`src/core/pms_consts.vh`:
```
/*
 * constants of the operating-mode controller: register map, field positions,
 * reset values and timing counts.
 * assumes a 100 MHz clock and a 32-bit Avalon-MM slave with word addresses in bytes.
 */
`ifndef PMS_CONSTS_VH
`define PMS_CONSTS_VH

`define PMS_CLK_MHZ          100
// times in their own unit
`define PMS_WAKE_DEGLITCH_NS 93750
`define PMS_VCSW_DEGLITCH_NS 62520
`define PMS_WAKE_DELAY_US    5500
`define PMS_STEP_DELAY_US    1000
// derived cycle counts (least times round up)
`define PMS_WAKE_DEGLITCH_CYC ((`PMS_WAKE_DEGLITCH_NS * `PMS_CLK_MHZ + 999) / 1000)
`define PMS_VCSW_DEGLITCH_CYC ((`PMS_VCSW_DEGLITCH_NS * `PMS_CLK_MHZ + 999) / 1000)
`define PMS_WAKE_DELAY_CYC    (`PMS_WAKE_DELAY_US * `PMS_CLK_MHZ)
`define PMS_STEP_DELAY_CYC    (`PMS_STEP_DELAY_US * `PMS_CLK_MHZ)

// register byte offsets
`define PMS_REG_ENABLE   4'h0
`define PMS_REG_SEQ      4'h4
`define PMS_REG_TEMP     4'h8
`define PMS_REG_STATUS   4'hc

// command register fields
`define PMS_EN_ACTIVE_BIT  0
`define PMS_EN_STANDBY_BIT 1

// thresholds and reset values
`define PMS_HOT_DEFAULT  8'h8c
`define PMS_COOL_DEFAULT 8'h82
`define PMS_SEQ_DEFAULT  8'he4

// mode codes
`define PMS_MODE_SLEEP   2'h0
`define PMS_MODE_STANDBY 2'h1
`define PMS_MODE_ACTIVE  2'h2

`endif

```
`src/core/pms_mode_ctrl.v`:
```
/*
 * operating-mode controller: sleep / standby / active, rail enables, fault
 * forcing, register sequencing and thermistor hot flag with hysteresis.
 * assumes pins are asynchronous to clk and faults / temperature are levels
 * from other blocks; software reaches registers over Avalon-MM.
 */
`timescale 1ns/1ps
`default_nettype none
`include "pms_consts.vh"

// Contract
// (RQ1) exactly three modes: sleep, standby, active
// (RQ2) sleep holds registers at default and ignores every bus access
// (RQ3) wake pin low sends device to sleep from any mode
// (RQ4) standby keeps support on, accepts commands, all rails off
// (RQ5) standby entered on wake high with pins low, or power-down command bit
// (RQ6) any fault forces standby
// (RQ7) active reported only with a rail on and no fault
// (RQ8) in active, pin falling edge disables, rising edge enables its rail
// (RQ9) wake rising with any pin high goes active via sequence registers
// (RQ10) wake rising with pins low enters standby, rails off until pin rises
// (RQ11) wake falling while active drops rails in reverse order before sleep
// (RQ12) wake high, rails drop in pin-fall order, standby once all low
// (RQ13) faults or power-down bit drop all rails in reverse sequence order
// (RQ14) from standby rails follow pin rising order
// (RQ15) power-up bit written 1 in standby raises rails in sequence order
// (RQ16) wake falling with no rail on moves standby to sleep
// (RQ17) host holds wake low at least 150 ms
// (RQ18) hot flag set when reading reaches hot threshold, default 0x8c
// (RQ19) hot flag cleared only when reading crosses cool threshold, default 0x82
// (RQ20) wake pin deglitch 93.75 us, switch pin 62.52 us, rail pins none
// (RQ21) pin 0 neg ldo and common_voltage_driver, 1 neg pump, 2 pos ldo, 3 pos pump
// (RQ22) direct wake starts first rail 5.5 ms after wake rises
// (RQ23) faults beat simultaneous pin edges and commands; fault shutdown completes first
module pms_mode_ctrl #(
    parameter WAKE_DELAY_CYC = `PMS_WAKE_DELAY_CYC,
    parameter STEP_DELAY_CYC = `PMS_STEP_DELAY_CYC
) (
    input  wire        clk,
    input  wire        nrst,
    input  wire        wake_pin,
    input  wire [3:0]  rail_enable_bus,
    input  wire        common_switch_control_pin,
    input  wire        input_undervoltage_lockout,
    input  wire        boost_undervoltage_flag,
    input  wire        inverter_undervoltage_flag,
    input  wire        thermal_trip,
    input  wire [7:0]  temp_reading,
    input  wire [3:0]  avs_address,
    input  wire        avs_read,
    input  wire        avs_write,
    input  wire [31:0] avs_writedata,
    output reg  [31:0] avs_readdata,
    output reg         avs_waitrequest,
    output reg  [3:0]  rail_en_q,
    output reg         common_switch_en_q,
    output reg  [1:0]  mode_q,
    output reg         hot_q
);
    localparam ST_SLEEP   = 3'h0;
    localparam ST_STANDBY = 3'h1;
    localparam ST_ACTIVE  = 3'h2;
    localparam ST_WAKEDLY = 3'h3;
    localparam ST_SEQUP   = 3'h4;
    localparam ST_SEQDN   = 3'h5;

    localparam [16:0] WAKE_DG = `PMS_WAKE_DEGLITCH_CYC;
    localparam [16:0] VCSW_DG = `PMS_VCSW_DEGLITCH_CYC;
    localparam [19:0] WAKE_DLY = WAKE_DELAY_CYC;
    localparam [19:0] STEP_DLY = STEP_DELAY_CYC;

    // two-stage synchronisers; only stage two is read by logic
    reg [5:0] sync1_q;
    reg [5:0] sync2_q;
    always @(posedge clk or negedge nrst) begin
        if (!nrst) begin
            sync1_q <= 6'h00;
            sync2_q <= 6'h00;
        end else begin
            sync1_q <= {common_switch_control_pin, wake_pin, rail_enable_bus};
            sync2_q <= sync1_q;
        end
    end
    wire [3:0] pins_s  = sync2_q[3:0]; // RQ20
    wire       wake_s  = sync2_q[4];
    wire       vcsw_s  = sync2_q[5];

    // wake and switch deglitch: level must stay for the full window
    reg        wake_f_q;
    reg [16:0] wake_cnt_q;
    reg        vcsw_f_q;
    reg [16:0] vcsw_cnt_q;
    always @(posedge clk or negedge nrst) begin
        if (!nrst) begin
            wake_f_q   <= 1'b0;
            wake_cnt_q <= 17'h00000;
            vcsw_f_q   <= 1'b0;
            vcsw_cnt_q <= 17'h00000;
        end else begin
            if (wake_s == wake_f_q)
                wake_cnt_q <= 17'h00000;
            else if (wake_cnt_q >= WAKE_DG - 17'h00001) begin
                wake_f_q   <= wake_s; // RQ20
                wake_cnt_q <= 17'h00000;
            end else
                wake_cnt_q <= wake_cnt_q + 17'h00001;
            if (vcsw_s == vcsw_f_q)
                vcsw_cnt_q <= 17'h00000;
            else if (vcsw_cnt_q >= VCSW_DG - 17'h00001) begin
                vcsw_f_q   <= vcsw_s; // RQ20
                vcsw_cnt_q <= 17'h00000;
            end else
                vcsw_cnt_q <= vcsw_cnt_q + 17'h00001;
        end
    end

    reg [3:0] pins_prev_q;
    reg       wake_prev_q;
    always @(posedge clk or negedge nrst) begin
        if (!nrst) begin
            pins_prev_q <= 4'h0;
            wake_prev_q <= 1'b0;
        end else begin
            pins_prev_q <= pins_s;
            wake_prev_q <= wake_f_q;
        end
    end
    wire [3:0] pin_rise = pins_s & ~pins_prev_q;
    wire [3:0] pin_fall = ~pins_s & pins_prev_q;
    wire       wake_rise = wake_f_q & ~wake_prev_q;

    wire fault = input_undervoltage_lockout | boost_undervoltage_flag |
                 inverter_undervoltage_flag | thermal_trip;

    reg [2:0]  st_q;
    reg [19:0] dly_q;
    reg [2:0]  step_q;
    reg        to_sleep_q;
    reg [7:0]  seq_q;
    reg [7:0]  hot_thr_q;
    reg [7:0]  cool_thr_q;
    reg        cmd_up_q;
    reg        cmd_dn_q;

    // sequence register: two bits per step, slot k names the rail for step k
    wire [1:0] up_rail = seq_q[{step_q[1:0], 1'b0} +: 2];
    wire [1:0] dn_rail = seq_q[{~step_q[1:0], 1'b0} +: 2];

    // bus: one wait cycle, then answer; sleep ignores everything
    wire bus_req = (avs_read | avs_write) & (st_q != ST_SLEEP);
    wire wr_ok   = avs_write & bus_req & ~avs_waitrequest;

    always @(posedge clk or negedge nrst) begin
        if (!nrst) begin
            avs_waitrequest <= 1'b1;
            avs_readdata    <= 32'h00000000;
            seq_q           <= `PMS_SEQ_DEFAULT;
            hot_thr_q       <= `PMS_HOT_DEFAULT;
            cool_thr_q      <= `PMS_COOL_DEFAULT;
            cmd_up_q        <= 1'b0;
            cmd_dn_q        <= 1'b0;
        end else begin
            avs_waitrequest <= ~(bus_req & avs_waitrequest);
            cmd_up_q        <= 1'b0;
            cmd_dn_q        <= 1'b0;
            if (st_q == ST_SLEEP) begin
                seq_q      <= `PMS_SEQ_DEFAULT; // RQ2
                hot_thr_q  <= `PMS_HOT_DEFAULT;
                cool_thr_q <= `PMS_COOL_DEFAULT;
            end else if (wr_ok) begin
                case (avs_address)
                    `PMS_REG_ENABLE: begin
                        cmd_up_q <= avs_writedata[`PMS_EN_ACTIVE_BIT];
                        cmd_dn_q <= avs_writedata[`PMS_EN_STANDBY_BIT];
                    end
                    `PMS_REG_SEQ:  seq_q <= avs_writedata[7:0];
                    `PMS_REG_TEMP: begin
                        hot_thr_q  <= avs_writedata[7:0];
                        cool_thr_q <= avs_writedata[15:8];
                    end
                    default: ;
                endcase
            end
            if (bus_req & avs_waitrequest & avs_read) begin
                case (avs_address)
                    `PMS_REG_SEQ:    avs_readdata <= {24'h000000, seq_q};
                    `PMS_REG_TEMP:   avs_readdata <= {16'h0000, cool_thr_q, hot_thr_q};
                    `PMS_REG_STATUS: avs_readdata <= {16'h0000, temp_reading, 1'b0, fault,
                                                      hot_q, st_q == ST_SLEEP, rail_en_q};
                    default:         avs_readdata <= 32'h00000000;
                endcase
            end
        end
    end

    // hot flag with hysteresis
    always @(posedge clk or negedge nrst) begin
        if (!nrst)
            hot_q <= 1'b0;
        else if (temp_reading >= hot_thr_q)
            hot_q <= 1'b1; // RQ18
        else if (temp_reading < cool_thr_q)
            hot_q <= 1'b0; // RQ19
    end

    // main mode machine
    always @(posedge clk or negedge nrst) begin
        if (!nrst) begin
            st_q       <= ST_SLEEP;
            rail_en_q  <= 4'h0;
            dly_q      <= 20'h00000;
            step_q     <= 3'h0;
            to_sleep_q <= 1'b0;
        end else begin
            case (st_q)
                ST_SLEEP: begin
                    rail_en_q <= 4'h0;
                    if (wake_rise && pins_s != 4'h0) begin
                        st_q  <= ST_WAKEDLY; // RQ9
                        dly_q <= 20'h00000;
                    end else if (wake_rise)
                        st_q <= ST_STANDBY; // RQ10
                end
                ST_STANDBY: begin
                    if (!wake_f_q)
                        st_q <= ST_SLEEP; // RQ16
                    else if (fault)
                        st_q <= ST_STANDBY; // RQ23
                    else if (cmd_up_q) begin
                        st_q   <= ST_SEQUP; // RQ15
                        step_q <= 3'h0;
                        dly_q  <= 20'h00000;
                    end else if (pin_rise != 4'h0) begin
                        rail_en_q <= pin_rise; // RQ14
                        st_q      <= ST_ACTIVE;
                    end
                end
                ST_WAKEDLY: begin
                    if (!wake_f_q)
                        st_q <= ST_SLEEP; // RQ3
                    else if (fault)
                        st_q <= ST_STANDBY; // RQ6
                    else if (dly_q >= WAKE_DLY - 20'h00001) begin
                        st_q   <= ST_SEQUP; // RQ22
                        step_q <= 3'h0;
                        dly_q  <= STEP_DLY;
                    end else
                        dly_q <= dly_q + 20'h00001;
                end
                ST_SEQUP: begin
                    // pin activity ignored while raising
                    if (!wake_f_q || fault || cmd_dn_q) begin
                        st_q       <= ST_SEQDN; // RQ13
                        to_sleep_q <= ~wake_f_q;
                        step_q     <= 3'h0;
                        dly_q      <= 20'h00000;
                    end else if (step_q == 3'h4)
                        st_q <= ST_ACTIVE;
                    else if (dly_q >= STEP_DLY - 20'h00001) begin
                        rail_en_q[up_rail] <= 1'b1; // RQ15
                        step_q             <= step_q + 3'h1;
                        dly_q              <= 20'h00000;
                    end else
                        dly_q <= dly_q + 20'h00001;
                end
                ST_ACTIVE: begin
                    if (!wake_f_q || fault || cmd_dn_q) begin
                        st_q       <= ST_SEQDN; // RQ11 RQ13 RQ23
                        to_sleep_q <= ~wake_f_q;
                        step_q     <= 3'h0;
                        dly_q      <= 20'h00000;
                    end else begin
                        rail_en_q <= (rail_en_q | pin_rise) & ~pin_fall; // RQ8 RQ12
                        if (((rail_en_q | pin_rise) & ~pin_fall) == 4'h0)
                            st_q <= ST_STANDBY; // RQ12
                    end
                end
                ST_SEQDN: begin
                    // fault shutdown finishes before any new request
                    if (step_q == 3'h4) begin
                        st_q <= to_sleep_q ? ST_SLEEP : ST_STANDBY; // RQ11 RQ5
                    end else if (rail_en_q[dn_rail] == 1'b0 || dly_q >= STEP_DLY - 20'h00001) begin
                        rail_en_q[dn_rail] <= 1'b0; // RQ13
                        step_q             <= step_q + 3'h1;
                        dly_q              <= 20'h00000;
                    end else
                        dly_q <= dly_q + 20'h00001;
                end
                default: st_q <= ST_SLEEP;
            endcase
        end
    end

    // mode and common_voltage_driver switch outputs
    always @(posedge clk or negedge nrst) begin
        if (!nrst) begin
            mode_q             <= `PMS_MODE_SLEEP;
            common_switch_en_q <= 1'b0;
        end else begin
            if (st_q == ST_SLEEP)
                mode_q <= `PMS_MODE_SLEEP; // RQ1
            else if (rail_en_q != 4'h0 && !fault)
                mode_q <= `PMS_MODE_ACTIVE; // RQ7
            else
                mode_q <= `PMS_MODE_STANDBY; // RQ4
            common_switch_en_q <= vcsw_f_q & rail_en_q[0]; // RQ21
        end
    end
endmodule
`default_nettype wire

```
`config.mk`:
```
export PLATFORM = sky130hd
export DESIGN_NAME = pms_mode_ctrl
export DESIGN_NICKNAME = d
export VERILOG_FILES = /design/src/core/pms_mode_ctrl.v
export VERILOG_INCLUDE_DIRS = /design/src /design/src/core
export SDC_FILE = /design/constraint.sdc
export NUM_CORES = 1
export LEC_CHECK = 0
export ABC_AREA = 0
export BUFFER_PORTS_ARGS = -buffer_cell sky130_fd_sc_hd__buf_2
export CORE_ASPECT_RATIO = 0.6
export CORE_MARGIN = 1
export CORE_UTILIZATION = 35
export DETAILED_ROUTE_END_ITERATION = 8
export GPL_ROUTABILITY_DRIVEN = 0
export HOLD_SLACK_MARGIN = 0.02
export PLACE_DENSITY = 0.63
export SYNTH_ARGS = -nofsm -noshare
export SYNTH_HDL_FRONTEND = slang
export SYNTH_SLANG_ARGS = --single-unit
```
`constraint.sdc`:
```
create_clock -name clk -period 2.3 [get_ports clk]
set_input_delay 0.46 -clock clk [delete_from_list [all_inputs] [get_ports clk]]
set_output_delay 0.46 -clock clk [all_outputs]
set_load 0.03 [all_outputs]
```
Word level (Yosys, flattened, before mapping)
Index checks and enable logic that the tools add are counted.

storage, ports and cells
  output and inout bits = 41
  logic and storage cells = 220
  flip-flop bits (word level) = 147
  bits of input ports = 58

cells by class
  muxes and demuxes = 84
  equality and inequality tests = 35
  bitwise gates (word level) = 29
  add/sub/neg operators = 4
  magnitude comparators = 10
  shift-type cells = 2
  reduce and logical (&&, ||, !) cells = 33

operators by type and width
  kind                                                                  count
  two-way mux 20 bit                                                    13
  case mux 20 bit (6 select lines)                                      1
  two-way mux 3 bit                                                     26
  two-way mux 8 bit                                                     9
  two-way mux 17 bit                                                    4
  case mux 16 bit (3 select lines)                                      1
  two-way mux 4 bit                                                     10
  adder 17 x 1 -> 17 bit (second input constant)                        2
  inequality test 2 bit (second input constant)                         17
  adder 20 x 1 -> 20 bit (second input constant)                        1
  greater-or-equal comparator 20 x 17 -> 1 bit (second input constant)  1
  greater-or-equal comparator 20 bit (second input constant)            1
  case mux 4 bit (5 select lines)                                       1
  case mux 3 bit (6 select lines)                                       1
  greater-or-equal comparator 17 x 13 -> 1 bit (second input constant)  1
  greater-or-equal comparator 17 x 14 -> 1 bit (second input constant)  1
  bitwise AND 4 bit                                                     4
  inverter 4 bit                                                        4
  indexed part select 8 x 4 -> 2 bit                                    2
  inequality test 3 bit (second input constant)                         5
  case mux 3 bit (5 select lines)                                       1
  two-way mux 1 bit                                                     12
  AND reduction 12 bit                                                  1
  nonzero test 4 bit                                                    3
  other kinds (35)                                                      75

Longest topological paths before layout
  depth in word-level cells = 11
  depth in mapped cells = 10
  mapped depth without buffers = 9

Worst setup path before layout
Ideal clock, no wire load.

  path type = flip-flop to flip-flop
  start point = reg wake_cnt_q[0]
  end point = reg wake_cnt_q[13]
  setup time = 0.072 ns
  path buffers = 1
  required time = 2.228 ns
  arrival = 2.442 ns
  slack = -0.214 ns
  cell stages (with the launch flop) = 11
  period minus slack after synthesis = 2.514 ns
  path through = dfrtp_1 inv_1 ha_1 or2_0 a211o_1 a211o_1 a211o_1 a2111o_1 nand2b_4 buf_6 nor2_1

between the ends
  longest elaborated chain between the ends = 3
  elaborated cells on any way between the ends = 4
  classes of those cells = add/sub: 1; order compare: 1; mux: 2

RTL lines
  element                                                                                        line                                      source
  start, declared                                                                                pms_mode_ctrl.v:90                        reg [16:0] wake_cnt_q;
  start signal, assigned                                                                         pms_mode_ctrl.v:106                       wake_cnt_q <= wake_cnt_q + 17'h00001;
  adder 17 x 1 -> 17 bit / greater-or-equal comparator 17 x 14 -> 1 bit (equally long branches)  pms_mode_ctrl.v:106, pms_mode_ctrl.v:102
  two-way mux 17 bit *                                                                           pms_mode_ctrl.v:102                       else if (wake_cnt_q >= WAKE_DG - 17'h00001) begin
  two-way mux 17 bit *                                                                           pms_mode_ctrl.v:100                       if (wake_s == wake_f_q)

Mark *: on every way between the ends. The rest lies on a longest branch, timed or not.
A chain may end at the register's enable or synchronous reset.

Worst setup path in the final report
Ends and elaborated chain as after synthesis.

==> flow_summary.toml <==
[run_status]
status = "complete, but fails checks"
violations = "negative setup slack"

[cts]
cts_made_buffers = 17
clkLatencyLatePin_ns = 0.42
cts_tree = "yes"
cts_root_buffer = "clkbuf_16"
cts.clk_slew.worst_paths_ns = 0.06
h-tree-depth = 4
cts_sinks = 131
clock_path_buffers = 2

[floorplan]
io_pins = 99
die_x_um = 183
start_util_pct = 35.9
die_y_um = 110
coreArea_um2 = 19100
dieArea_um2 = 20200
placementRows = 39

[finish]
multi_input_area_um2 = 3530
seq_area_um2 = 3290
nFillCells = 1805
layout_commonest_cell = "dfrtp_1"
nNetsFinal = 936
drive_above_1_share_pct = 27.7
post-route-util_pct = 46.7
mostFrequentLayoutCells = "120 x dfrtp_1, 92 x nand2_1, 65 x buf_2"
syn_to_final_growth_pct = 30.0
n_antenna_cell = 0

[setup_path]
crit_top_cell = "a211o_1"
path_class = "reg2reg"
required_ns = 2.64
crit_chain = "inv_1, ha_2, or2_0, a211o_1, a211o_1, a211o_1, a2111o_1, nand2b_4, nor2_2"
path_delay_family = "compound AO/OA/AOI/OAI gates"
path_buf_inv = 1
crit_slowest_cell = "a2111o_1"
cp.depth = 9
r2r_cells = 9
critPathCaptureType = "flop"
startpoint_type = "flop"
critPathMaxStageDelay_ns = 0.42
arrival_ns = 2.78
crit_fanout = 7

[job]
maxCapViolCount = 0

[detailed_routing]
wirelength_mm = 18.0
wl_per_cell_um = 15.9
drtIter0Drc = 463
ant_nets = 0
num_vias = 5740
via_per_inst = 5.05
firstDrtPassIters = 4
drcViolationCount = 0

[hold_path]
hold_path.class = "in2reg"
min_path_cells = 1

[power]
finalPower_mw = 8.51
peakVddDrop_v = 0.000638
pwr_density_cell_nw_per_um2 = 956
p_leak_nw = 4.10

[grt]
grt_max_degree = 51
grt_usage_pct = 18.2
overflow = 0
antenna_found_initial = 0
grt_pass1_wl_mm = 27.9
grt_pass1_vias = 5171

[logic_synthesis]
synthCells = 717
synthTopCellsByArea = "dfrtp_1 44%, nand2_1 5.1%, o21ai_0 4.0%"
syn_avg_cell_area_um2 = 9.55
synth_area_um2 = 6850
ys_seq_area_share_pct = 48.0
synthArstFlopShare_pct = 100
yosysWarnings = 0
ys_seq_elements = 131
yosysUniqueCellTypes = 61
ys.flop_type = "dfrtp_1"
synth_top_cell_area_share_pct = 44.2
synth-edff-count = 0
synth_top_area_cell = "dfrtp_1"

[timing]
slew_violations = 0
tightest_slew_ns = 0.658
skew_ns = 0.00692
max_slew_margin_pct = 56.1
fin_crit_ns = 2.44
setup_viol = 23
fin_crit_sh_pct = 106
setup_ws_ns = -0.136
fmax_mhz = 410
rsz0062_at_grt = "true"
finalSetupTns_ns = -1.70
hold_viol = 0

[place]
portBuffers = 66
dp_hpwl_mm = 12.7
==> sequential cells by signal, indices dropped and copies added (netlist names), 2 cells and up <==
register / count
sync2_q: 6
pins_prev_q: 4
sync1_q: 6
cool_thr_q: 8
mode_q: 2
avs_readdata: 16
wake_cnt_q: 17
vcsw_cnt_q: 17
hot_thr_q: 8
step_q: 3
seq_q: 8
st_q: 3
rail_en_q: 4
dly_q: 20
==> cell families after synthesis <==
| kind of cell | synth area share, % |
|---|---|
| and+or+nand+nor | 18.7 |
| AOI/OAI and AO/OA | 16.1 |
| DFF | 48.0 |
| buffers and inverters | 5.11 |
| muxes | 5.26 |
| xor gates and xnor gates | 2.94 |
| adders and majority gates | 3.84 |
| other | 0.0547 |
==> path summary, 6_finish.rpt <==
check / end / startpoint / slack, ns
max in group asynchronous: to_sleep_q / nrst / 1.04
hold / removal: sync1_q[1] / rail_enable_bus[1] / 0.14
min in group asynchronous: wake_cnt_q[4] / nrst / 0.54
setup / recovery: wake_cnt_q[13] / wake_cnt_q[0] / -0.14
setup reg to reg: wake_cnt_q[13] / wake_cnt_q[0] / -0.14
hold reg to reg: sync2_q[1] / sync1_q[1] / 0.35
==> final cells by class <==
class | instances | area share (%)
multi-input combinational | 537 | 39.6
sequential | 131 | 37.0
timing repair buffer | 143 | 11.0
clock buffer | 20 | 5.24
tap | 266 | 3.74
clock inverter | 12 | 2.26
inverter | 27 | 1.14
==> synthesized netlist by cell type (2+ instances only) <==
| master | count |
|---|---|
| a41oi_1 | 2 |
| o21ai_1 | 2 |
| ha_1 | 21 |
| nor2b_1 | 14 |
| or4_1 | 3 |
| a21o_1 | 8 |
| a221o_1 | 3 |
| nor2_1 | 64 |
| nor4_1 | 6 |
| nand4_1 | 7 |
| and4_1 | 3 |
| a22oi_1 | 9 |
| buf_4 | 17 |
| mux4_2 | 4 |
| buf_6 | 2 |
| a22o_1 | 3 |
| a21oi_1 | 32 |
| nor3_1 | 9 |
| o211ai_1 | 8 |
| nand2_1 | 93 |
| dfrtp_1 | 121 |
| o22a_1 | 4 |
| mux2i_1 | 18 |
| o21ai_0 | 55 |
| clkbuf_1 | 22 |
| nand2b_1 | 13 |
| nand3_1 | 25 |
| and2_1 | 6 |
| buf_1 | 3 |
| inv_1 | 27 |
| or3_1 | 4 |
| xnor2_1 | 6 |
| and3_1 | 9 |
| nand4b_1 | 3 |
| o31ai_1 | 11 |
| a211oi_1 | 3 |
| a22oi_2 | 2 |
| nor3b_1 | 2 |
| o41ai_1 | 3 |
| xor2_1 | 17 |
| mux2_2 | 8 |
| o22ai_1 | 2 |
| dfstp_2 | 10 |
| a31oi_1 | 14 |
| a211o_1 | 3 |
==> per-layer routing <==
layer	share of wire [%]	global-route usage (%)	vias up
met4	1.1	4.92	0
li1	-	-	2796
met1	55	29.9	2778
met5	0	0	-
met3	5.1	3.61	20
met2	39	22.9	146
==> what timing repair did <==
item	CTS	global route
hold buffers	1	0
hold endpoints to repair	47	0
endpoints found under the setup margin	34	42
buffers inserted	6	2
pin swaps	1	19
gates resized for setup	9	66
gates cloned	1	1
==> report_power, final <==
part           internal [mW]  switching [mW]  leakage (nW)
Combinational           1.04            1.73          2.06
Sequential              2.52           0.163          1.72
Clock                   2.01            1.04         0.323
Total                   5.57            2.94          4.10
==> metrics by stage <==
step           setup WS [ns]  instances  hold WS [ns]  area (um2)
5_1_grt               -0.208       1136         0.132        8900
6_report              -0.136       1136         0.145        8900
3_3_place_gp          -0.160       1093         0.332        7890
3_5_place_dp          -0.188       1093         0.336        7890
2_1_floorplan        -0.0386        739         0.164        6940
4_1_cts               -0.116       1133         0.133        8660
(Power assumes the default switching activity.)
